## src/shared/arop_pkg.sv

```systemverilog
package arop_pkg;

	// ----------------------------------------------------------------
	// Register byte offsets
	// ----------------------------------------------------------------
	localparam logic [7:0] OFS_CTRL    = 8'h00;
	localparam logic [7:0] OFS_CTRL2   = 8'h04;
	localparam logic [7:0] OFS_CH3CSR  = 8'h08;
	localparam logic [7:0] OFS_RELOAD1 = 8'h0c;
	localparam logic [7:0] OFS_RELOAD2 = 8'h10;
	localparam logic [7:0] OFS_DUTY2   = 8'h14;
	localparam logic [7:0] OFS_DUTY3   = 8'h18;
	localparam logic [7:0] OFS_COUNT1  = 8'h1c;
	localparam logic [7:0] OFS_COUNT2  = 8'h20;
	localparam logic [7:0] OFS_CAPTURE = 8'h24;

	// ----------------------------------------------------------------
	// Field positions
	// ----------------------------------------------------------------
	localparam int CTRL_CLK_LSB  = 0;
	localparam int CTRL_CSS_BIT  = 2;
	localparam int CTRL_CIE_BIT  = 3;
	localparam int CTRL_CF_BIT   = 4;
	localparam int CTRL_OVF1_BIT = 5;
	localparam int C2_ENA_BIT    = 0;
	localparam int C2_TRAN_BIT   = 1;
	localparam int C2_FRC1_BIT   = 2;
	localparam int C2_FRC2_BIT   = 3;
	localparam int C2_SECOND_OVERFLOW_FLAG_BIT   = 4;
	localparam int C3_OPEN_BIT   = 0;
	localparam int C3_EDGE_BIT   = 1;
	localparam int C3_POL2_BIT   = 2;
	localparam int C3_POL3_BIT   = 3;
	localparam int CAP_LITE_LSB  = 12;

	// ----------------------------------------------------------------
	// Values and counts
	// ----------------------------------------------------------------
	localparam logic [11:0] CNT_RESET   = 12'h000;
	localparam logic [11:0] CNT_OVF     = 12'hfff;
	localparam logic [1:0]  CLK_OFF     = 2'h0;
	localparam logic [1:0]  CLK_LITE    = 2'h1;
	localparam logic [1:0]  CLK_CPU     = 2'h2;
	localparam logic [1:0]  CLK_FAST    = 2'h3;
	localparam logic [1:0]  TRIG_TICKS  = 2'h3;
	localparam logic [1:0]  RESP_OKAY   = 2'h0;
	localparam logic [1:0]  RESP_SLVERR = 2'h2;

endpackage

```

## src/verilog/arop_timer.sv

```systemverilog
// Design decisions made here: the AXI4-Lite register port and the register addresses.
`timescale 1ns/1ns
// How it works
// - Clock select 01 makes the lite timer tick clock the 12-bit counter.
// - Capture source select set takes capture from the lite capture pin.
// - Lite capture byte and 12-bit capture of one event form 20 bits.
// - One-pulse acts on counter two, dual mode, enable bit set only.
// - Trigger on lite capture pin edge chosen by the edge select bit.
// - Trigger clears counter two, output high, low at duty match.
// - Edges before the duty match are ignored; later ones restart.
// - Without trigger counter two wraps at reload to zero, output high.
// - One-pulse enable and edge select act at once when written.
// - Polarity bits invert outputs, updated at overflow with transfer set.
// - Trigger edge to counter reset takes three counter ticks.
// - Channel three priority: break, trigger, wrap, force, normal PWM.
// - Counter two overflow flag rises on every counter two wrap or trigger reset, not on break.
// - Duty three writes apply immediately in one-pulse mode.
// - Break resets counter two, duties and reload two; reprogram after.
// - Force bit loads FFFh, overflow transfers, then counts from reload, or from zero in one-pulse mode.
// - Force bits written one by software, cleared by hardware at overflow.
// - Timer runs in wait mode and freezes in halt mode.
module arop_timer
	import arop_pkg::*;
(
	input  wire logic        core_clk,
	input  wire logic        rstn,
	input  wire logic        clk_en,
	input  wire logic        halt_mode,
	input  wire logic        wait_mode,
	input  wire logic        break_active,
	input  wire logic        lite_tick,
	input  wire logic        fast_tick,
	input  wire logic [7:0]  lite_count,
	input  wire logic        own_capture_pin,
	input  wire logic        lite_capture_pin,
	input  wire logic [7:0]  s_axi_awaddr,
	input  wire logic        s_axi_awvalid,
	output logic             s_axi_awready,
	input  wire logic [31:0] s_axi_wdata,
	input  wire logic [3:0]  s_axi_wstrb,
	input  wire logic        s_axi_wvalid,
	output logic             s_axi_wready,
	output logic [1:0]       s_axi_bresp,
	output logic             s_axi_bvalid,
	input  wire logic        s_axi_bready,
	input  wire logic [7:0]  s_axi_araddr,
	input  wire logic        s_axi_arvalid,
	output logic             s_axi_arready,
	output logic [31:0]      s_axi_rdata,
	output logic [1:0]       s_axi_rresp,
	output logic             s_axi_rvalid,
	input  wire logic        s_axi_rready,
	output logic             channel_two_output,
	output logic             channel_three_output
);

	// ----------------------------------------------------------------
	// State
	// ----------------------------------------------------------------
	logic [1:0]  counter_clock_select_q;
	logic        capture_source_select_q;
	logic        capture_irq_enable_q;
	logic        capture_flag_q;
	logic        ovf1_flag_q;
	logic        second_counter_enable_q;
	logic        second_transfer_bit_q;
	logic        force_overflow_one_q;
	logic        force_overflow_two_q;
	logic        second_overflow_flag_q;
	logic        one_pulse_enable_q;
	logic        one_pulse_edge_select_q;
	logic [1:0]  channel_polarity_bits_q;
	logic [1:0]  pol_act_q;
	logic [11:0] reload1_q;
	logic [11:0] second_reload_value_q;
	logic [11:0] duty_two_q;
	logic [11:0] duty_three_q;
	logic [11:0] duty2_act_q;
	logic [11:0] duty3_act_q;
	logic [11:0] cnt1_q;
	logic [11:0] second_counter_q;
	logic [11:0] long_capture_register_q;
	logic [7:0]  lite_capture_register_q;
	logic [1:0]  own_sync_q;
	logic [1:0]  lite_sync_q;
	logic        cap_prev_q;
	logic        lite_prev_q;
	logic [1:0]  trig_stage_q;
	logic        past_duty_q;
	logic        raw2_q;
	logic        raw3_q;
	logic        aw_hold_q;
	logic        w_hold_q;
	logic [7:0]  aw_addr_q;
	logic [31:0] w_data_q;
	logic [3:0]  w_strb_q;

	// ----------------------------------------------------------------
	// Register images
	// ----------------------------------------------------------------
	function automatic logic [31:0] reg_image(input logic [7:0] a);
		logic [31:0] v;
		v = 32'h0000_0000;
		case (a)
			OFS_CTRL:
			begin
				v[CTRL_CLK_LSB +: 2] = counter_clock_select_q;
				v[CTRL_CSS_BIT]      = capture_source_select_q;
				v[CTRL_CIE_BIT]      = capture_irq_enable_q;
				v[CTRL_CF_BIT]       = capture_flag_q;
				v[CTRL_OVF1_BIT]     = ovf1_flag_q;
			end
			OFS_CTRL2:
			begin
				v[C2_ENA_BIT]  = second_counter_enable_q;
				v[C2_TRAN_BIT] = second_transfer_bit_q;
				v[C2_FRC1_BIT] = force_overflow_one_q;
				v[C2_FRC2_BIT] = force_overflow_two_q;
				v[C2_SECOND_OVERFLOW_FLAG_BIT] = second_overflow_flag_q;
			end
			OFS_CH3CSR:
			begin
				v[C3_OPEN_BIT] = one_pulse_enable_q;
				v[C3_EDGE_BIT] = one_pulse_edge_select_q;
				v[C3_POL2_BIT] = channel_polarity_bits_q[0];
				v[C3_POL3_BIT] = channel_polarity_bits_q[1];
			end
			OFS_RELOAD1: v[11:0] = reload1_q;
			OFS_RELOAD2: v[11:0] = second_reload_value_q;
			OFS_DUTY2:   v[11:0] = duty_two_q;
			OFS_DUTY3:   v[11:0] = duty_three_q;
			OFS_COUNT1:  v[11:0] = cnt1_q;
			OFS_COUNT2:  v[11:0] = second_counter_q;
			OFS_CAPTURE:
			begin
				v[11:0]             = long_capture_register_q;
				v[CAP_LITE_LSB +: 8] = lite_capture_register_q;
			end
			default: v = 32'h0000_0000;
		endcase
		return v;
	endfunction

	function automatic logic mapped(input logic [7:0] a);
		return (a[1:0] == 2'h0) && (a <= OFS_CAPTURE);
	endfunction

	function automatic logic [31:0] merge(input logic [31:0] old,
		input logic [31:0] nw, input logic [3:0] strb);
		logic [31:0] r;
		r = old;
		for (int i = 0; i < 4; i++)
		begin
			if (strb[i])
				r[i*8 +: 8] = nw[i*8 +: 8];
		end
		return r;
	endfunction

	// ----------------------------------------------------------------
	// Bus slave
	// ----------------------------------------------------------------
	wire        aw_take = s_axi_awvalid && s_axi_awready;
	wire        w_take  = s_axi_wvalid && s_axi_wready;
	wire        wr_do   = aw_hold_q && w_hold_q && !s_axi_bvalid;
	wire        ar_take = s_axi_arvalid && s_axi_arready;
	wire        aw_hold_d = (aw_hold_q && !wr_do) || aw_take;
	wire        w_hold_d  = (w_hold_q && !wr_do) || w_take;
	wire        bvalid_d  = (s_axi_bvalid && !s_axi_bready) || wr_do;
	wire        rvalid_d  = (s_axi_rvalid && !s_axi_rready) || ar_take;
	wire [31:0] wr_word = merge(reg_image(aw_addr_q), w_data_q, w_strb_q);
	wire        wr_ok   = wr_do && mapped(aw_addr_q);
	wire        wr_ctrl = wr_ok && aw_addr_q == OFS_CTRL;
	wire        wr_c2   = wr_ok && aw_addr_q == OFS_CTRL2;
	wire        wr_c3   = wr_ok && aw_addr_q == OFS_CH3CSR;
	wire        wr_rl1  = wr_ok && aw_addr_q == OFS_RELOAD1;
	wire        wr_rl2  = wr_ok && aw_addr_q == OFS_RELOAD2;
	wire        wr_dt2  = wr_ok && aw_addr_q == OFS_DUTY2;
	wire        wr_dt3  = wr_ok && aw_addr_q == OFS_DUTY3;
	wire        rd_cap  = ar_take && s_axi_araddr == OFS_CAPTURE;
	wire        rd_c2   = ar_take && s_axi_araddr == OFS_CTRL2;
	wire        rd_ctrl = ar_take && s_axi_araddr == OFS_CTRL;

	always_ff @(posedge core_clk or negedge rstn)
	begin
		if (!rstn)
		begin
			aw_hold_q     <= 1'b0;
			w_hold_q      <= 1'b0;
			aw_addr_q     <= 8'h00;
			w_data_q      <= 32'h0000_0000;
			w_strb_q      <= 4'h0;
			s_axi_awready <= 1'b0;
			s_axi_wready  <= 1'b0;
			s_axi_bvalid  <= 1'b0;
			s_axi_bresp   <= RESP_OKAY;
			s_axi_arready <= 1'b0;
			s_axi_rvalid  <= 1'b0;
			s_axi_rdata   <= 32'h0000_0000;
			s_axi_rresp   <= RESP_OKAY;
		end
		else if (clk_en)
		begin
			aw_hold_q     <= aw_hold_d;
			w_hold_q      <= w_hold_d;
			s_axi_awready <= !aw_hold_d;
			s_axi_wready  <= !w_hold_d;
			s_axi_bvalid  <= bvalid_d;
			s_axi_arready <= !rvalid_d;
			s_axi_rvalid  <= rvalid_d;
			if (aw_take)
				aw_addr_q <= s_axi_awaddr;
			if (w_take)
			begin
				w_data_q <= s_axi_wdata;
				w_strb_q <= s_axi_wstrb;
			end
			if (wr_do)
				s_axi_bresp <= mapped(aw_addr_q) ? RESP_OKAY : RESP_SLVERR;
			if (ar_take)
			begin
				s_axi_rdata <= reg_image(s_axi_araddr);
				s_axi_rresp <= mapped(s_axi_araddr) ? RESP_OKAY : RESP_SLVERR;
			end
		end
	end

	// ----------------------------------------------------------------
	// Clocking, pins and capture
	// ----------------------------------------------------------------
	// Halt and break stop the counters; wait mode leaves them alone.
	wire tick = !halt_mode && !break_active &&
		((counter_clock_select_q == CLK_LITE && lite_tick) ||
		 (counter_clock_select_q == CLK_CPU) ||
		 (counter_clock_select_q == CLK_FAST && fast_tick));
	wire unused_wait = wait_mode;
	wire cap_src  = capture_source_select_q ? lite_sync_q[1]
		: own_sync_q[1];
	wire cap_edge = cap_src != cap_prev_q;
	wire cap_set  = cap_edge && !capture_flag_q;
	wire lite_rise = lite_sync_q[1] && !lite_prev_q;
	wire lite_fall = !lite_sync_q[1] && lite_prev_q;
	wire op_on = one_pulse_enable_q && second_counter_enable_q;
	wire op_edge = op_on &&
		(one_pulse_edge_select_q ? lite_rise : lite_fall);

	always_ff @(posedge core_clk or negedge rstn)
	begin
		if (!rstn)
		begin
			own_sync_q  <= 2'h0;
			lite_sync_q <= 2'h0;
			cap_prev_q  <= 1'b0;
			lite_prev_q <= 1'b0;
		end
		else if (clk_en)
		begin
			own_sync_q  <= {own_sync_q[0], own_capture_pin};
			lite_sync_q <= {lite_sync_q[0], lite_capture_pin};
			cap_prev_q  <= cap_src;
			lite_prev_q <= lite_sync_q[1];
		end
	end

	// Further edges are held off while the flag stands, so the last
	// captured pair always belongs to one event.
	always_ff @(posedge core_clk or negedge rstn)
	begin
		if (!rstn)
		begin
			long_capture_register_q <= CNT_RESET;
			lite_capture_register_q <= 8'h00;
			capture_flag_q          <= 1'b0;
		end
		else if (clk_en)
		begin
			if (cap_set)
			begin
				long_capture_register_q <= cnt1_q;
				lite_capture_register_q <= lite_count;
			end
			capture_flag_q <= cap_set || (capture_flag_q && !rd_cap);
		end
	end

	// ----------------------------------------------------------------
	// Counter one
	// ----------------------------------------------------------------
	wire ovf1_evt = tick && cnt1_q == CNT_OVF;

	always_ff @(posedge core_clk or negedge rstn)
	begin
		if (!rstn)
			cnt1_q <= CNT_RESET;
		else if (clk_en && tick)
		begin
			if (cnt1_q == CNT_OVF)
				cnt1_q <= reload1_q;
			else if (force_overflow_one_q)
				cnt1_q <= CNT_OVF;
			else
				cnt1_q <= cnt1_q + 12'h001;
		end
	end

	// ----------------------------------------------------------------
	// Counter two and one-pulse
	// ----------------------------------------------------------------
	wire        run2      = tick && second_counter_enable_q;
	wire        trig_fire = run2 && trig_stage_q == TRIG_TICKS;
	wire        op_wrap   = op_on && second_counter_q == second_reload_value_q;
	wire        wrap2     = second_counter_q == CNT_OVF || op_wrap;
	wire        second_overflow_flag_evt  = trig_fire || (run2 && wrap2);
	wire [11:0] duty3_eff = op_on ? duty_three_q : duty3_act_q;
	wire        hit3      = run2 && second_counter_q == duty3_eff;
	wire        hit2      = run2 && second_counter_q == duty2_act_q;
	wire        xfer      = second_overflow_flag_evt && second_transfer_bit_q;

	always_ff @(posedge core_clk or negedge rstn)
	begin
		if (!rstn)
			second_counter_q <= CNT_RESET;
		else if (clk_en)
		begin
			if (break_active)
				second_counter_q <= CNT_RESET;
			else if (trig_fire)
				second_counter_q <= CNT_RESET;
			else if (run2 && force_overflow_two_q && !wrap2)
				second_counter_q <= CNT_OVF;
			else if (run2 && wrap2)
				second_counter_q <= op_on ? CNT_RESET
					: second_reload_value_q;
			else if (run2)
				second_counter_q <= second_counter_q + 12'h001;
		end
	end

	// Stage counts ticks after the accepted edge; stage zero means idle.
	always_ff @(posedge core_clk or negedge rstn)
	begin
		if (!rstn)
		begin
			trig_stage_q <= 2'h0;
			past_duty_q  <= 1'b0;
		end
		else if (clk_en)
		begin
			if (!op_on || break_active || trig_fire)
				trig_stage_q <= 2'h0;
			else if (trig_stage_q == 2'h0 && op_edge && past_duty_q)
				trig_stage_q <= 2'h1;
			else if (trig_stage_q != 2'h0 && run2)
				trig_stage_q <= trig_stage_q + 2'h1;
			if (second_overflow_flag_evt || break_active)
				past_duty_q <= 1'b0;
			else if (hit3)
				past_duty_q <= 1'b1;
		end
	end

	// ----------------------------------------------------------------
	// Duty, reload, polarity and outputs
	// ----------------------------------------------------------------
	always_ff @(posedge core_clk or negedge rstn)
	begin
		if (!rstn)
		begin
			duty2_act_q <= CNT_RESET;
			duty3_act_q <= CNT_RESET;
			pol_act_q   <= 2'h0;
			raw2_q      <= 1'b0;
			raw3_q      <= 1'b0;
		end
		else if (clk_en)
		begin
			if (break_active)
			begin
				duty2_act_q <= CNT_RESET;
				duty3_act_q <= CNT_RESET;
			end
			else if (xfer)
			begin
				duty2_act_q <= duty_two_q;
				duty3_act_q <= duty_three_q;
				pol_act_q   <= channel_polarity_bits_q;
			end
			if (second_overflow_flag_evt)
				raw3_q <= 1'b1;
			else if (hit3)
				raw3_q <= 1'b0;
			if (second_overflow_flag_evt)
				raw2_q <= 1'b1;
			else if (hit2)
				raw2_q <= 1'b0;
		end
	end

	// Break drives both channels low ahead of everything else.
	always_ff @(posedge core_clk or negedge rstn)
	begin
		if (!rstn)
		begin
			channel_two_output   <= 1'b0;
			channel_three_output <= 1'b0;
		end
		else if (clk_en)
		begin
			channel_two_output   <= !break_active && (raw2_q ^ pol_act_q[0]);
			channel_three_output <= !break_active && (raw3_q ^ pol_act_q[1]);
		end
	end

	// ----------------------------------------------------------------
	// Software registers
	// ----------------------------------------------------------------
	always_ff @(posedge core_clk or negedge rstn)
	begin
		if (!rstn)
		begin
			counter_clock_select_q  <= CLK_OFF;
			capture_source_select_q <= 1'b0;
			capture_irq_enable_q    <= 1'b0;
			ovf1_flag_q             <= 1'b0;
			second_counter_enable_q <= 1'b0;
			second_transfer_bit_q   <= 1'b1;
			force_overflow_one_q    <= 1'b0;
			force_overflow_two_q    <= 1'b0;
			second_overflow_flag_q  <= 1'b0;
			one_pulse_enable_q      <= 1'b0;
			one_pulse_edge_select_q <= 1'b0;
			channel_polarity_bits_q <= 2'h0;
			reload1_q               <= CNT_RESET;
			second_reload_value_q   <= CNT_RESET;
			duty_two_q              <= CNT_RESET;
			duty_three_q            <= CNT_RESET;
		end
		else if (clk_en)
		begin
			if (wr_ctrl)
			begin
				counter_clock_select_q  <= wr_word[CTRL_CLK_LSB +: 2];
				capture_source_select_q <= wr_word[CTRL_CSS_BIT];
				capture_irq_enable_q    <= wr_word[CTRL_CIE_BIT];
			end
			if (wr_c2)
			begin
				second_counter_enable_q <= wr_word[C2_ENA_BIT];
				second_transfer_bit_q   <= wr_word[C2_TRAN_BIT];
			end
			if (wr_c3)
			begin
				one_pulse_enable_q      <= wr_word[C3_OPEN_BIT];
				one_pulse_edge_select_q <= wr_word[C3_EDGE_BIT];
				channel_polarity_bits_q <= {wr_word[C3_POL3_BIT],
					wr_word[C3_POL2_BIT]};
			end
			if (wr_rl1)
				reload1_q <= wr_word[11:0];
			if (break_active)
			begin
				second_reload_value_q <= CNT_RESET;
				duty_two_q            <= CNT_RESET;
				duty_three_q          <= CNT_RESET;
			end
			else
			begin
				if (wr_rl2)
					second_reload_value_q <= wr_word[11:0];
				if (wr_dt2)
					duty_two_q <= wr_word[11:0];
				if (wr_dt3)
					duty_three_q <= wr_word[11:0];
			end
			// A software set wins over the hardware clear.
			force_overflow_one_q <= (wr_c2 && wr_word[C2_FRC1_BIT]) ||
				(force_overflow_one_q && !ovf1_evt);
			force_overflow_two_q <= (wr_c2 && wr_word[C2_FRC2_BIT]) ||
				(force_overflow_two_q && !second_overflow_flag_evt);
			second_overflow_flag_q <= second_overflow_flag_evt ||
				(second_overflow_flag_q && !rd_c2);
			ovf1_flag_q <= ovf1_evt || (ovf1_flag_q && !rd_ctrl);
		end
	end

	// ----------------------------------------------------------------
	// Assertions
	// ----------------------------------------------------------------
	property p_lite_clock;
		@(posedge core_clk) disable iff (!rstn)
		(clk_en && counter_clock_select_q == CLK_LITE && !lite_tick)
		|=> $stable(cnt1_q);
	endproperty
	a_lite_clock: assert property (p_lite_clock)
		else $error("counter one moved without a lite tick");

	property p_capture_pair;
		@(posedge core_clk) disable iff (!rstn)
		(clk_en && cap_set) |=> long_capture_register_q == $past(cnt1_q)
		&& lite_capture_register_q == $past(lite_count);
	endproperty
	a_capture_pair: assert property (p_capture_pair)
		else $error("capture pair not taken from one event");

	property p_trig_reset;
		@(posedge core_clk) disable iff (!rstn)
		(clk_en && trig_fire && !break_active)
		|=> second_counter_q == CNT_RESET && raw3_q && second_overflow_flag_q;
	endproperty
	a_trig_reset: assert property (p_trig_reset)
		else $error("trigger did not restart counter two");

	property p_ignore_early;
		@(posedge core_clk) disable iff (!rstn)
		(clk_en && trig_stage_q == 2'h0 && !past_duty_q) |=>
		trig_stage_q == 2'h0;
	endproperty
	a_ignore_early: assert property (p_ignore_early)
		else $error("trigger accepted before duty match");

	// Software may drop the enable while a trigger is pending, so the
	// stage is only required to be idle one cycle later.
	property p_op_only;
		@(posedge core_clk) disable iff (!rstn)
		(clk_en && !op_on) |=> trig_stage_q == 2'h0;
	endproperty
	a_op_only: assert property (p_op_only)
		else $error("one-pulse active outside its mode");

	property p_pol_sync;
		@(posedge core_clk) disable iff (!rstn)
		(clk_en && !xfer) |=> $stable(pol_act_q);
	endproperty
	a_pol_sync: assert property (p_pol_sync)
		else $error("polarity changed without overflow transfer");

	property p_break;
		@(posedge core_clk) disable iff (!rstn)
		(clk_en && break_active) |=> second_counter_q == CNT_RESET &&
		second_reload_value_q == CNT_RESET && duty_three_q == CNT_RESET
		&& !channel_three_output;
	endproperty
	a_break: assert property (p_break)
		else $error("break did not clear counter two state");

	property p_force_load;
		@(posedge core_clk) disable iff (!rstn)
		(clk_en && run2 && !break_active && !trig_fire &&
		force_overflow_two_q && !wrap2) |=> second_counter_q == CNT_OVF
		&& force_overflow_two_q;
	endproperty
	a_force_load: assert property (p_force_load)
		else $error("force did not load overflow value");

	property p_force_clear;
		@(posedge core_clk) disable iff (!rstn)
		(clk_en && second_overflow_flag_evt && !(wr_c2 && wr_word[C2_FRC2_BIT]))
		|=> !force_overflow_two_q;
	endproperty
	a_force_clear: assert property (p_force_clear)
		else $error("force bit not cleared at overflow");

	property p_halt;
		@(posedge core_clk) disable iff (!rstn)
		halt_mode [*2] |-> $stable(cnt1_q) && $stable(second_counter_q);
	endproperty
	a_halt: assert property (p_halt)
		else $error("counters moved in halt");

	c_trigger: cover property (@(posedge core_clk) disable iff (!rstn)
		trig_fire);
	c_op_wrap: cover property (@(posedge core_clk) disable iff (!rstn)
		run2 && op_wrap);
	c_capture: cover property (@(posedge core_clk) disable iff (!rstn)
		cap_set && capture_source_select_q);

endmodule

```

## config.mk

```make
export PLATFORM = sky130hd
export DESIGN_NAME = arop_timer
export DESIGN_NICKNAME = d
export VERILOG_FILES = /design/src/shared/arop_pkg.sv /design/src/verilog/arop_timer.sv
export SDC_FILE = /design/constraint.sdc
export NUM_CORES = 1
export LEC_CHECK = 0
export BUFFER_PORTS_ARGS = -buffer_cell sky130_fd_sc_hd__buf_2
export CAP_MARGIN = 5
export CORE_ASPECT_RATIO = 2
export CORE_MARGIN = 2
export CORE_UTILIZATION = 55
export CTS_CLUSTER_SIZE = 40
export DETAILED_ROUTE_END_ITERATION = 8
export HOLD_SLACK_MARGIN = 0.05
export PLACE_DENSITY_LB_ADDON = 0.3
export SETUP_SLACK_MARGIN = 0.15
export SLEW_MARGIN = 0
export SYNTH_ARGS = -nofsm -noshare
export SYNTH_HDL_FRONTEND = slang
export SYNTH_SLANG_ARGS = --single-unit
```

## constraint.sdc

```tcl
create_clock -name core_clk -period 2.5 [get_ports core_clk]
set_clock_uncertainty 0.1 [all_clocks]
set_input_delay 0.625 -clock core_clk [delete_from_list [all_inputs] [get_ports core_clk]]
set_output_delay 0.625 -clock core_clk [all_outputs]
set_load 0.005 [all_outputs]
```

[Word-level counts from Yosys, hierarchy flattened]
Cells that the tools add are included.
W data, S select, Z words.
Word-level totals
  register bits: 199
  input bits: 75
  output and inout bits: 43
  word-level logic and storage cells: 249
Operators by class
  add/sub/neg operators: 3
  order comparisons: 2
  equality and inequality tests: 28
  mux-type cells: 43
  bitwise operators: 3
  reductions and logical operators: 123
Operator list (count)
  $mux W12: 19
  $pmux W6 S7: 2
  $pmux W4 S10: 2
  $eq A8 B5 Y1 const B: 8
  $logic_and A1 B1 Y1: 54
  $eq A12 B12 Y1: 3
  $reduce_and A2 Y1: 18
  $eq A8 B4 Y1 const B: 4
  $eq A8 B6 Y1 const B: 4
  $add A12 B1 Y12 const B: 2
  $eq A12 B12 Y1 const B: 2
  $logic_not A1 Y1: 19
  $pmux W1 S9: 2
  $eq A8 B3 Y1 const B: 2
  $le A8 B6 Y1 const B: 2
  $logic_not A8 Y1: 2
  $logic_or A1 B1 Y1: 16
  $mux W8: 2
  $pmux W1 S8: 2
  $reduce_bool A2 Y1: 8
  $mux W2: 5
  $mux W1: 8
  $eq A2 B2 Y1 const B: 3
  $logic_not A2 Y1: 3
  other kinds (9): 10

[Depth between registers and ports, before layout]
  word-level depth: 11
  gate-level depth with buffers: 9
  gate-level depth less buffers: 7

[Least setup slack after synthesis]
Ideal clock, no wire load.
  kind: input to register
  from: input break_active
  to: register second_counter_q[6]
  library setup time: 0.067 ns
  arrival: 2.222 ns
  required time: 2.333 ns
  slack: 0.111 ns
  stages on the path: 8
  buffers on the path: 2
  path through: buf_6 -> nand2b_4 -> or3b_1 -> or2_1 -> or3_4 -> buf_6 -> a21oi_2 -> a221o_1
On the way
  longest elaborated chain between the ends: 9
  elaborated cells on any way between the ends: 14
  those cells by class: 4 x mux; 10 x reduce/logical
Ends and longest elaborated chain
  start, declared: RTL line arop_timer.sv:30  | input wire logic break_active,
  $logic_not A1 Y1: RTL line arop_timer.sv:232  | wire tick = !halt_mode && !break_active &&
  $logic_and A1 B1 Y1 (2 in a row): RTL line arop_timer.sv:232
  $logic_and A1 B1 Y1: RTL line arop_timer.sv:309  | wire run2 = tick && second_counter_enable_q;
  $logic_and A1 B1 Y1, on equally long branches: RTL line arop_timer.sv:331, arop_timer.sv:329
  $mux W12 or $logic_and A1 B1 Y1 (tied branches): RTL line arop_timer.sv:331, arop_timer.sv:329
  $mux W12: RTL line arop_timer.sv:329  | else if (run2 && force_overflow_two_q && !wrap2)
  $mux W12: RTL line arop_timer.sv:327  | else if (trig_fire)
  $mux W12: RTL line arop_timer.sv:325  | if (break_active)
  end signal, assigned: RTL line arop_timer.sv:332  | second_counter_q <= op_on ? CNT_RESET
  end signal, assigned: RTL line arop_timer.sv:335  | second_counter_q <= second_counter_q + 12'h001;
  end, declared: RTL line arop_timer.sv:81  | logic [11:0] second_counter_q;
Parallel ways exist; a longest one is shown, timed or not.
A chain may end at the register's enable or synchronous reset.

[Worst setup path in the final report]
  from: register second_counter_enable_q
  to: register past_duty_q
On the way
  longest elaborated chain between the ends: 8
  elaborated cells on any way between the ends: 14
  those cells by class: 1 x eq/ne; 2 x mux; 11 x reduce/logical
Ends and longest elaborated chain
  start, declared: RTL line arop_timer.sv:65  | logic second_counter_enable_q;
  start signal, assigned: RTL line arop_timer.sv:448  | second_counter_enable_q <= wr_word[C2_ENA_BIT];
  parallel branches: the longest is 8 deep, another holds $mux W12
  end signal, assigned: RTL line arop_timer.sv:345  | past_duty_q <= 1'b0;
  end signal, assigned: RTL line arop_timer.sv:356  | past_duty_q <= 1'b0;
  end signal, assigned: RTL line arop_timer.sv:358  | past_duty_q <= 1'b1;
  end, declared: RTL line arop_timer.sv:89  | logic past_duty_q;
Parallel ways; which one is timed is not known.

==> metrics <==
status finished clean; Initial Util between 50% and 60%; Yosys warning total 0; post-DP HPWL ~31 mm; Post-Synth Adder-Cell Area less than 1%; Comb power frac roughly 33%; worst endpoint required time roughly 2.8 ns; Peak VDD IR between 700 and 800 uV; setup TNS 0 ns; Total Nets Final 1362; Boundary Pins 118; Detail Route Antenna Nets 0; number of enable flip-flop cells after synthesis 0; Routed WL per cell around 26 um; Post-DP Area around 12000 um2; Vias/cell ~6.4; internal power about 7.1 mW; Syn-to-layout area delta 21.9%; initial antenna violation count 0; pre-CTS setup slack -0.475 ns; Slew Limit Headroom 60.4%; Hold Path Class in -> reg; gpl congestion 1.06; end-of-flow core utilization roughly two thirds; # fillers about 1600; max-cap violation count 0; largest family of logic cells by synthesized area compound AO/OA/AOI/OAI gates; final hold vios 0; Max Buffers Root-to-Sink 2; GRT Resource Usage Total between 30% and 40%; top_reg_cell synth dfrtp_1; first-pass GRT wire length 60.9 mm; Die Y around 200 um; final worst setup slack just under 0.2 ns; Tmin final around 2.3 ns; hold_ws about 0.3 ns; critical path type reg -> reg; via count roughly 10000; P_sw about 3.9 mW; gr ovfl total 0; Skew-Pair Late Insertion Delay between 0.4 and 0.5 ns; largest net degree at the start of global routing between 50 and 60; Flop pwr share around two fifths; TritonCTS buffer count 17; vias in the first global route 10000; Clock Power Share around a quarter; Core Area slightly below 20000 um2; Cell Pwr Density approximately 800 nW/um2; Sw Share between 30 and 40%; mapped cell area about 11000 um2; Simple-Gate Fraction of Synth Area 14.8%; XOR/XNOR Fraction of Synth Area ~3.7%; critical path startpoint category flip-flop; setup violators final 0; most frequent cells in the layout 190 x dfrtp_1, 142 x nand2_1, 138 x buf_4; IO buf count 80; LEAKAGE around 5.9 nW; Worst Path Max Fanout 5; Netlist cell types just under 80; hold depth 2; clock root buffer clkbuf_16; CTS clk-pin slew, worst paths about 0.070 ns; hold path startpoint s_axi_wdata[11]; Clock Sinks just under 200; final worst-path cycle share 92.3%; cells after synthesis about 1100; TritonCTS clock tree built; Register Area about 4900 um2; commonest non-fill, non-tap cell in the layout dfrtp_1; DR pass1 iterations 7; max frequency roughly 430 MHz; final wirelength about 40 mm; critical path endpoint category flip-flop; starting DRC count in detailed routing roughly 1100; multi-input logic area 5670 um2; Yosys reg bits ~200; Die Span X 104 um; drt drc 0; Critical R2R Capture past_duty_q; Final Instance Area ~13000 um2; post-synthesis mux area share approximately 12%; number of diodes 0; layout cells sized above 1 30.7%; sequential fraction of the synthesis area between 40% and 50%; worst r2r src second_counter_enable_q; number of H-tree levels 4; Die ar. between 20000 and 25000 um2; row count 73; worst hold endpoint w_data_q[11]; WP data arrival ~2.6 ns; syn_area_per_cell between 9 and 10 um2; complex-gate fraction of the synthesized area 18.7%; R2R setup slack 0.19 ns; RSZ-0062 raised after global routing yes; async set or reset register ratio after synthesis between 90% and 100%; worst slew pin tran 0.588 ns; fin. max-slew vios 0; worst r2r path cells 7
metal layers:
layer | wire length [um] | global-route usage [%] | vias to the layer above | share of wire (%)
met2 | 19400 | 65.6 | 606 | 48
met4 | 4420 | 34.3 | 0 | 11
li1 | - | - | 4390 | -
met5 | 0 | 0 | - | 0
met3 | 3080 | 8.21 | 202 | 7.6
met1 | 13600 | 41.9 | 4849 | 33
metrics by stage:
step	power, mW	instances
6_report	11.0	1558
5_1_grt	11.4	1558
4_1_cts	10.7	1551
3_5_place_dp	7.75	1517
3_3_place_gp	7.68	1517
2_1_floorplan	6.03	1119
worst max-delay path by stage:
stage | from | endpoint | slack [ns] | cells past startpoint
finish | second_counter_enable_q | past_duty_q | 0.19 | 7
detailed placement | s_axi_araddr[2] | s_axi_rdata[1] | -0.47 | 6
global route | second_counter_enable_q | raw3_q | 0.1 | 9
global placement | s_axi_araddr[2] | s_axi_rdata[1] | -0.53 | 6
CTS | aw_addr_q[2] | reload1_q[7] | 0.15 | 7
floorplan | break_active | second_counter_q[6] | 0.16 | 8
synthesized netlist by cell type (7+ instances only):
cell type,number,area share (%)
xnor2_1,40,3.2
a221oi_1,9,0.72
a22o_1,28,2.2
a222oi_1,8,0.73
o21ai_0,43,2.0
nor2b_1,11,0.63
a221o_1,15,1.4
a21oi_2,10,0.80
mux2i_1,28,2.6
mux4_2,10,2.1
o22ai_1,15,0.86
buf_4,19,1.3
buf_2,22,1.0
inv_1,27,0.93
nand2b_1,17,0.97
nand2_1,145,5.0
dfrtp_1,196,45
nor2_1,61,2.1
a31oi_1,14,0.80
o21ai_1,35,1.6
a22oi_1,20,1.4
a32o_1,7,0.64
mux2_2,71,7.3
nand3_1,30,1.4
clkbuf_1,38,1.3
nand4_1,13,0.74
a21oi_1,43,2.0
nor3_1,12,0.55
worst max-delay path, cell delays in order (launching register included):
cell,delay [ns]
dfrtp_2,0.42
buf_4,0.18
nand2_1,0.13
a2111oi_1,0.46
o22ai_1,0.24
a2111oi_2,0.42
buf_4,0.18
o211a_1,0.13
kinds of logic after synthesis:
family / after synthesis
compound gates: 294
xor+xnor: 46
fa+ha+maj: 4
buf+inv: 114
flops: 197
mux: 112
other cells: 1
simple gates: 338
layout make-up:
cell class              count  area share (%)
well taps                 262            2.46
repair buffers            231            12.7
clock buffers              21            3.45
inverters                  27           0.760
flip-flops and latches    197            37.0
multi-input cells         809            42.5
clock inverters            11            1.11
power groups by stage:
stage | logic (mW) | clock network, mW | registers (mW)
3_5_place_dp | 3.33 | 0 | 4.42
3_3_place_gp | 3.29 | 0 | 4.39
4_1_cts | 3.45 | 2.91 | 4.39
6_report | 3.65 | 2.89 | 4.42
2_1_floorplan | 1.84 | 0 | 4.19
5_1_grt | 3.84 | 3.03 | 4.48
flip-flops by register name, indices dropped and copies added, names as in the netlist, 8 cells and up:
name,count
aw_addr_q,8
duty_three_q,12
lite_capture_register_q,8
second_counter_q,12
cnt1_q,12
duty2_act_q,12
second_reload_value_q,12
w_data_q,12
long_capture_register_q,12
duty3_act_q,12
s_axi_rdata,20
reload1_q,12
duty_two_q,12
repair_timing:
action	4_1_cts	5_1_grt
gates cloned	1	1
hold buffers	1	0
pin swaps	0	10
setup endpoints to repair	37	94
setup buffers	0	6
hold endpoints to repair	38	0
resized for setup	11	30
Note: power is estimated with default switching activity, not from simulation.
